### src/rtl/rsnd_pkg.sv
// Shared constants for the rate select non-volatile descriptor ends
package rsnd_pkg;
  // Descriptor field positions
  localparam int unsigned AVAIL_BIT  = 31;
  localparam int unsigned POL_BIT    = 30;
  localparam int unsigned RSVD_BIT   = 29;
  localparam int unsigned ADDRD_BIT  = 28;
  localparam int unsigned BYTE1_BIT  = 27;
  localparam int unsigned POS_HI     = 26;
  localparam int unsigned POS_LO     = 24;
  localparam int unsigned LADDR_HI   = 23;
  localparam int unsigned LADDR_LO   = 16;
  localparam int unsigned FLAG_8D    = 23;
  localparam int unsigned FLAG_8S    = 22;
  localparam int unsigned FLAG_4D    = 21;
  localparam int unsigned FLAG_4S    = 20;
  localparam int unsigned DUMMY_HI   = 19;
  localparam int unsigned DUMMY_LO   = 16;
  localparam int unsigned RDOP_HI    = 15;
  localparam int unsigned RDOP_LO    = 8;
  localparam int unsigned WROP_HI    = 7;
  localparam int unsigned WROP_LO    = 0;
  localparam logic [7:0]  OP_NONE    = 8'h00;
  localparam logic        RSVD_VAL   = 1'b0;
  // Address width of the flash register space
  typedef enum logic [1:0] {
    RSND_AW8  = 2'h0,
    RSND_AW24 = 2'h1,
    RSND_AW32 = 2'h2
  } rsnd_aw_t;
  // Transfer modes a command may use
  typedef enum logic [2:0] {
    RSND_M1S = 3'h0,
    RSND_M4S = 3'h1,
    RSND_M4D = 3'h2,
    RSND_M8S = 3'h3,
    RSND_M8D = 3'h4
  } rsnd_mode_t;
  // Host register indices and control bits
  localparam logic [1:0] REG_DESC   = 2'h0;
  localparam logic [1:0] REG_ACCESS = 2'h1;
  localparam logic [1:0] REG_CADDR  = 2'h2;
  localparam logic [1:0] REG_CTRL   = 2'h3;
  localparam int unsigned CTL_START = 0;
  localparam int unsigned CTL_DBL   = 1;
  localparam int unsigned CTL_MD_LO = 2;
  localparam int unsigned CTL_MD_HI = 4;
  // Access plan register layout
  localparam int unsigned ACC_AVAIL   = 0;
  localparam int unsigned ACC_POL     = 1;
  localparam int unsigned ACC_ADDRD   = 2;
  localparam int unsigned ACC_BYTE1   = 3;
  localparam int unsigned ACC_POS_LO  = 4;
  localparam int unsigned ACC_POS_HI  = 6;
  localparam int unsigned ACC_RDOK    = 7;
  localparam int unsigned ACC_WROK    = 8;
  localparam int unsigned ACC_WVAL    = 9;
  localparam int unsigned ACC_FLG_LO  = 10;
  localparam int unsigned ACC_FLG_HI  = 13;
  localparam int unsigned ACC_RDMY_LO = 14;
  localparam int unsigned ACC_RDMY_HI = 17;
  localparam int unsigned ACC_MDMY_LO = 18;
  localparam int unsigned ACC_MDMY_HI = 21;
  localparam int unsigned ACC_FLAGGED = 22;
  // Command address byte lanes
  localparam int unsigned CA_B0_LO    = 0;
  localparam int unsigned CA_B0_HI    = 7;
  localparam int unsigned CA_B1_LO    = 8;
  localparam int unsigned CA_B1_HI    = 15;
  // Control readback layout
  localparam int unsigned STS_DBL     = 0;
  localparam int unsigned STS_MD_LO   = 1;
  localparam int unsigned STS_MD_HI   = 3;
  localparam int unsigned STS_BUSY    = 4;
  localparam int unsigned STS_HAVE    = 5;
  localparam logic [31:0] ZERO32    = 32'h0000_0000;
endpackage

### src/rtl/rsnd_if.sv
// Descriptor fetch link between flash end and host end
`timescale 1ns/100ps
interface rsnd_if;
  logic        req;    // Host asks for the descriptor word
  logic        vld;    // Device answers with the word
  logic [31:0] word;   // Descriptor word
  modport dev  (input req, output vld, output word);
  modport host (output req, input vld, input word);
endinterface

### src/rtl/rsnd_host.sv
// Host end: fetches, decodes and plans access to the select bit
//
// The plain strobed port and the register addresses are this design's own decisions.
`timescale 1ns/100ps
// Summary of operation
// - Bit 31 flags select bit present
// - Bit 30 inverts select value meaning
// - Bit 29 reserved, reads zero, ignored
// - Bit 28: addressed or direct access
// - Bit 27: local address byte 0/1
// - Byte-1 placement never with 8-bit addressing
// - Bits 26-24 give bit position
// - Bits 23-16 local address when addressed
// - Bits 23-20 flag 8D,8S,4D,4S modes
// - Bits 19-16 dummy count for flagged modes
// - Single-rate single-wire uses no dummies
// - Cleared flag means only count unsupported
// - Bits 15-8 read opcode, 00h none
// - Bits 7-0 write opcode, 00h none
module rsnd_host
  import rsnd_pkg::*;
(
  input  wire logic        mclk,   // 40 MHz clock
  input  wire logic        reset,  // Async reset, high
  input  wire logic        ce,     // Clock enable
  rsnd_if.host             lnk,    // Descriptor link
  input  wire logic [1:0]  addr,   // Register index
  input  wire logic [31:0] wdata,  // Write data
  input  wire logic        wr,     // Write strobe
  input  wire logic        rd,     // Read strobe
  output logic [31:0]      rdata   // Read data, cycle after rd
);
  import rsnd_pkg::*;

  typedef enum logic [1:0] {
    RSND_IDLE = 2'b00,
    RSND_WAIT = 2'b01
  } rsnd_st_t;

  typedef struct packed {
    rsnd_st_t    st;
    logic        req;
    logic        have;
    logic [31:0] desc;
    logic        dbl;
    rsnd_mode_t  mode;
    logic [31:0] rdata;
  } rsnd_hst_t;

  rsnd_hst_t s_q;
  rsnd_hst_t s_d;

  ////////////////////////////////////////////////////////////////////////////
  // Field pickers: each descriptor field but bit 29 has one here; mode_flagged reads the mode flag bits directly
  function automatic logic avail_of(input logic [31:0] d);
    return d[AVAIL_BIT];
  endfunction

  function automatic logic pol_of(input logic [31:0] d);
    return d[POL_BIT];
  endfunction

  function automatic logic addrd_of(input logic [31:0] d);
    return d[ADDRD_BIT];
  endfunction

  function automatic logic byte1_of(input logic [31:0] d);
    return d[BYTE1_BIT];
  endfunction

  function automatic logic [2:0] pos_of(input logic [31:0] d);
    return d[POS_HI:POS_LO];
  endfunction

  function automatic logic [7:0] laddr_of(input logic [31:0] d);
    return d[LADDR_HI:LADDR_LO];
  endfunction

  function automatic logic [3:0] flags_of(input logic [31:0] d);
    return d[FLAG_8D:FLAG_4S];
  endfunction

  function automatic logic [3:0] dummy_of(input logic [31:0] d);
    return d[DUMMY_HI:DUMMY_LO];
  endfunction

  function automatic logic [7:0] rdop_of(input logic [31:0] d);
    return d[RDOP_HI:RDOP_LO];
  endfunction

  function automatic logic [7:0] wrop_of(input logic [31:0] d);
    return d[WROP_HI:WROP_LO];
  endfunction

  // Whether the chosen mode is flagged for the reported dummy count;
  // single-wire single-rate needs no flag since it never uses dummies
  function automatic logic mode_flagged(input logic [31:0] d,
                                        input rsnd_mode_t  m);
    logic ok;
    ok = 1'b0;
    unique case (m)
      RSND_M1S: ok = 1'b1;
      RSND_M4S: ok = d[FLAG_4S];
      RSND_M4D: ok = d[FLAG_4D];
      RSND_M8S: ok = d[FLAG_8S];
      RSND_M8D: ok = d[FLAG_8D];
      default:  ok = 1'b0;
    endcase
    return ok;
  endfunction

  // Dummies to insert for the chosen mode
  function automatic logic [3:0] mode_dummies(input logic [31:0] d,
                                              input rsnd_mode_t  m);
    return (m == RSND_M1S) ? 4'h0 : dummy_of(d);
  endfunction

  // Command address with the local address in the lane bit 27 picks
  function automatic logic [31:0] cmd_addr(input logic [31:0] d);
    logic [31:0] a;
    a = ZERO32;
    if (addrd_of(d)) begin
      if (byte1_of(d)) begin
        a[CA_B1_HI:CA_B1_LO] = laddr_of(d);
      end else begin
        a[CA_B0_HI:CA_B0_LO] = laddr_of(d);
      end
    end
    return a;
  endfunction

  // Plan summary; bit 29 is never consulted, so a future use is harmless
  function automatic logic [31:0] access_info(input logic [31:0] d,
                                              input logic        dbl,
                                              input rsnd_mode_t  m);
    logic [31:0] r;
    r = ZERO32;
    r[ACC_AVAIL]             = avail_of(d);
    r[ACC_POL]               = pol_of(d);
    r[ACC_ADDRD]             = addrd_of(d);
    r[ACC_BYTE1]             = byte1_of(d);
    r[ACC_POS_HI:ACC_POS_LO] = pos_of(d);
    // No access is planned without the flag and a nonzero opcode
    r[ACC_RDOK] = avail_of(d) && (rdop_of(d) != OP_NONE);
    r[ACC_WROK] = avail_of(d) && (wrop_of(d) != OP_NONE);
    r[ACC_WVAL] = dbl ^ pol_of(d);
    if (!addrd_of(d)) begin
      r[ACC_FLG_HI:ACC_FLG_LO]   = flags_of(d);
      // A cleared flag is "not with this count", not "absent"
      r[ACC_FLAGGED]             = mode_flagged(d, m);
      r[ACC_MDMY_HI:ACC_MDMY_LO] = mode_dummies(d, m);
    end
    r[ACC_RDMY_HI:ACC_RDMY_LO] = dummy_of(d);
    return r;
  endfunction

  // Control readback: busy while a fetch waits, have once a word arrived
  function automatic logic [31:0] status_word(input rsnd_hst_t s);
    logic [31:0] r;
    r = ZERO32;
    r[STS_DBL]             = s.dbl;
    r[STS_MD_HI:STS_MD_LO] = s.mode;
    r[STS_BUSY]            = (s.st == RSND_WAIT);
    r[STS_HAVE]            = s.have;
    return r;
  endfunction

  ////////////////////////////////////////////////////////////////////////////
  always_comb begin
    s_d = s_q;
    s_d.req = 1'b0;
    unique case (s_q.st)
      RSND_IDLE: begin
        if (wr && addr == REG_CTRL && wdata[CTL_START]) begin
          s_d.req = 1'b1;
          s_d.st  = RSND_WAIT;
        end
      end
      RSND_WAIT: begin
        if (lnk.vld) begin
          s_d.desc = lnk.word;
          s_d.have = 1'b1;
          s_d.st   = RSND_IDLE;
        end
      end
      default: s_d.st = RSND_IDLE;
    endcase
    if (wr && addr == REG_CTRL) begin
      s_d.dbl  = wdata[CTL_DBL];
      s_d.mode = rsnd_mode_t'(wdata[CTL_MD_HI:CTL_MD_LO]);
    end
    s_d.rdata = ZERO32;
    if (rd) begin
      unique case (addr)
        REG_DESC:   s_d.rdata = s_q.desc;
        REG_ACCESS: s_d.rdata = access_info(s_q.desc, s_q.dbl, s_q.mode);
        REG_CADDR:  s_d.rdata = cmd_addr(s_q.desc);
        REG_CTRL:   s_d.rdata = status_word(s_q);
      endcase
    end
  end

  always_ff @(posedge mclk or posedge reset) begin
    if (reset) begin
      s_q <= '0;
    end else if (ce) begin
      s_q <= s_d;
    end
  end

  assign lnk.req = s_q.req;
  assign rdata   = s_q.rdata;
endmodule // rsnd_host

### src/flat_wrapper.sv
// flat-port wrapper written by rule: the top's interface ports become plain ports
module rsnd_host_flat import rsnd_pkg::*;
  (mclk, reset, ce, addr, wdata, wr, rd, rdata, lnk_req, lnk_vld, lnk_word);
  rsnd_if lnk_i ();
  input  wire logic mclk;
  input  wire logic reset;
  input  wire logic ce;
  input  wire logic [1:0] addr;
  input  wire logic [31:0] wdata;
  input  wire logic wr;
  input  wire logic rd;
  output logic [31:0] rdata;
  output wire logic [$bits(lnk_i.req)-1:0] lnk_req;
  input wire logic [$bits(lnk_i.vld)-1:0] lnk_vld;
  input wire logic [$bits(lnk_i.word)-1:0] lnk_word;
  assign lnk_req = lnk_i.req;
  assign lnk_i.vld = lnk_vld;
  assign lnk_i.word = lnk_word;
  rsnd_host u_core (.mclk(mclk), .reset(reset), .ce(ce), .lnk(lnk_i), .addr(addr), .wdata(wdata), .wr(wr), .rd(rd), .rdata(rdata));
endmodule
### config.mk
export PLATFORM = sky130hd
export DESIGN_NAME = rsnd_host_flat
export DESIGN_NICKNAME = d
export VERILOG_FILES = /design/src/rtl/rsnd_pkg.sv /design/src/rtl/rsnd_if.sv /design/src/rtl/rsnd_host.sv /design/src/flat_wrapper.sv
export SDC_FILE = /design/constraint.sdc
export NUM_CORES = 1
export LEC_CHECK = 0
export BUFFER_PORTS_ARGS = -buffer_cell sky130_fd_sc_hd__buf_2
export CORE_ASPECT_RATIO = 1.5
export CORE_MARGIN = 4
export CORE_UTILIZATION = 52
export DETAILED_ROUTE_END_ITERATION = 10
export HOLD_SLACK_MARGIN = 0.15
export PLACE_DENSITY = 0.83
export SLEW_MARGIN = 20
export SYNTH_ARGS = -nofsm -noshare
export SYNTH_HDL_FRONTEND = slang
export SYNTH_SLANG_ARGS = --single-unit
### constraint.sdc
create_clock -name mclk -period 2.3 [get_ports mclk]
set_input_delay 0.23 -clock mclk [delete_from_list [all_inputs] [get_ports mclk]]
set_output_delay 0.23 -clock mclk [all_outputs]
set_load 0.02 [all_outputs]
==> impl_metrics.csv <==
group,metric,value,unit
yosys,synth_edf_count,0,
min_path,worstHoldPathType,"input pin to register",
global_routing,grt_start_max_net_pins,29,
die,rows,36,
place,portBuffers,77,
sta,relSlewSlack,0.540,
critical_path,cp.arrival,1.90,ns
yosys,syn_area_per_cell,11.7,sq um
die,die_width,75.0,microns
drt,drc_errors,0,
yosys,synth_cell_types,48,
clock_tree,cts_root_buf,"clkbuf_8",
cells_and_area,num_antenna_cells,0,
place,gp_congestion,0.878,
status,status,"complete, no violations",
sta,slew_violations,0,
critical_path,reg2reg_from,"u_core.s_q[64]",
cells_and_area,nets,456,
yosys,ys_seq_area_frac,0.508,
die,start_util,0.536,
yosys,syn_area,3500,sq um
place,dp_hpwl,5910,microns
global_routing,grt_pass1_vias,2818,
clock_tree,htree_num_levels,3,
clock_tree,postCtsSetupBuffers,0,
yosys,syn-num-nets,372,
power,p_leak,2.01,nW
die,die_area,8140,sq um
drt,viasPerCell,5.65,
critical_path,setup.worst_path.start,"u_core.s_q[64]",
drt,drtAntennaViolNets,0,
critical_path,required,2.54,ns
yosys,yosys.area.top_type_share,0.508,
critical_path,critPathMaxFanout,14,
clock_tree,clkTransAtPathRegs,0.07,ns
drt,post_drt_wl_per_cell,17.8,microns
yosys,synthCells,300,
yosys,yosysTopAreaCell,"dfrtp_1",
clock_tree,cts_max_path_buffers,2,
critical_path,r2r_cells,3,
sta,min_period_over_period,0.725,
clock_tree,insertion_delay,0.34,ns
sta,setup_violations,0,
drt,finalWirelength,8240,microns
clock_tree,cts_tree,"yes",
cells_and_area,areaGrowthSynthToFinish,20.9,%
power,ir_drop,0.000485,V
die,ioPinCount,105,
sta,fin_crit,1.67,ns
yosys,synth_flop_cell,"dfrtp_1",
sta,fmax,600,MHz
yosys,yosysWarnings,0,
die,dieHeight,108,microns
power,power_density,956,nW/um^2
critical_path,cp-start-kind,"register",
yosys,ys_seq_elements,71,
flow_run,drv_cap,0,
sta,hold_viol,0,
global_routing,grt-ovfl-total,0,
global_routing,grt_pass1_wl,13600,microns
clock_tree,numCtsBuffers,9,
critical_path,critPathCapture,"u_core.rdata[4]",
global_routing,antenna_found_initial,0,
critical_path,rr_endpoint,"u_core.rdata[4]",
sta,tns,0,ns
critical_path,path_class,"register to register",
sta,rsz0062_at_grt,"no",
sta,layout_setup_ws,0.633,ns
cells_and_area,fillers,500,
global_routing,track_usage,0.224,
critical_path,cp-end-kind,"register",
yosys,async_reset_ff_frac,1.00,
drt,drt_iter0_drc,129,
drt,drt_first_pass_iters,4,
clock_tree,clkSinkCount,71,
critical_path,r2r_setup_slack,0.63,ns
die,core-area,6530,sq um
sta,skew,0.00680,ns
place,dp_slack,0.698,ns
yosys,synth_area_leaders,"dfrtp_1, mux2_2, buf_4",
cells_and_area,drive_above_1_share,0.374,
sta,worst_pin_slew,0.690,ns
drt,vias,2620,
-- Yosys cell counts, drive strengths merged, types with 2 or more instances --
master   number
nand2b        6
nand3b        4
o221ai        4
o32ai         4
nor3          2
buf          44
a31oi         2
o2bb2ai       8
nand3         9
mux2i         3
nor2         11
and3          4
a221o         4
nor4          4
a21oi        15
inv          15
clkbuf        5
mux2         39
dfrtp        71
a22oi         6
a22o          9
o21ai         3
nor3b         4
nand2         6
and2          2
o211ai        2
-- power breakdown --
part | switching [mW] | internal, mW | leakage (nW)
logic | 0.486 | 0.595 | 1.03
clock network | 0.434 | 0.409 | 0.0850
registers | 0.480 | 1.64 | 0.895
total | 1.40 | 2.65 | 2.01
-- metrics by stage --
stage	utilization	cells	hold WS [ns]	area, sq um	power (mW)
2_1_floorplan	-	300	0.380	3500	2.87
3_3_place_gp	0.566	412	0.300	3700	3.10
3_5_place_dp	0.566	412	0.313	3700	3.16
4_1_cts	0.647	463	0.154	4220	4.05
5_1_grt	0.648	464	0.245	4230	4.28
6_report	0.648	464	0.206	4230	4.05
-- kinds of logic after synthesis --
kind of cell	after synthesis	share of synthesized area
mux	42	0.134
flops	71	0.508
simple gates	58	0.104
xor+xnor	1	0.00250
buf+inv	64	0.114
compound gates	64	0.138
-- how the worst min path moves through the flow --
stage                 start        endpoint  slack (ns)  depth (start not counted)
2_1_floorplan  lnk_word[27]  u_core.s_q[63]        0.38                          1
3_3_place_gp          reset  u_core.s_q[59]        0.30                          2
3_5_place_dp          reset  u_core.s_q[53]        0.31                          2
4_1_cts        lnk_word[20]  u_core.s_q[56]        0.15                          2
5_1_grt                  wr  u_core.lnk.req        0.25                          3
6_report                 wr  u_core.lnk.req        0.21                          3
-- worst max-delay path: stages (launching register included) --
cell and delay, ns:
dfrtp_1 0.62, nor4b_4 0.42, a222oi_1 0.22, o32ai_1 0.30
-- layout make-up --
class / instances / area (sq um) / share of cell area
sequential: 71 / 1780 / 0.420
clock buffer: 11 / 141 / 0.0334
inverter: 15 / 58.8 / 0.0139
multi-input combinational: 165 / 1320 / 0.313
clock inverter: 4 / 22.5 / 0.00532
tap: 76 / 95.1 / 0.0225
timing repair buffer: 122 / 816 / 0.193
-- metal layers --
| metal | vias to the layer above | GRT usage | wire (microns) |
|---|---|---|---|
| li1 | 1217 | - | - |
| met1 | 1293 | 0.271 | 3110 |
| met2 | 94 | 0.377 | 4450 |
| met3 | 16 | 0.0512 | 484 |
| met4 | 0 | 0.0954 | 193 |
| met5 | - | 0 | 0 |
-- placed cells by master (no fill, tap or decap), drive strengths merged, types with 2 or more instances in the layout --
| cell type | count |
|---|---|
| a21oi | 15 |
| a221o | 4 |
| a22o | 9 |
| a22oi | 6 |
| a31oi | 2 |
| and2 | 2 |
| and3 | 4 |
| buf | 85 |
| clkbuf | 11 |
| clkinv | 3 |
| dfrtp | 71 |
| dlygate4sd3 | 37 |
| inv | 15 |
| mux2 | 39 |
| mux2i | 3 |
| nand2 | 6 |
| nand2b | 6 |
| nand3 | 9 |
| nand3b | 4 |
| nor2 | 11 |
| nor3 | 2 |
| nor3b | 4 |
| nor4 | 4 |
| o211ai | 2 |
| o21ai | 3 |
| o221ai | 4 |
| o2bb2ai | 8 |
| o32ai | 4 |
-- sequential cells by signal, indices dropped and copies added (netlist names) --
register	flops
u_core.lnk.req	1
u_core.rdata	32
u_core.s_q	38
-- repair_timing --
item                                    4_1_cts  5_1_grt
hold buffers                                 36        1
endpoints found under the setup margin        0        0
gates resized for setup                       0        0
hold endpoints to repair                     61        1
(Power assumes the default switching activity.)
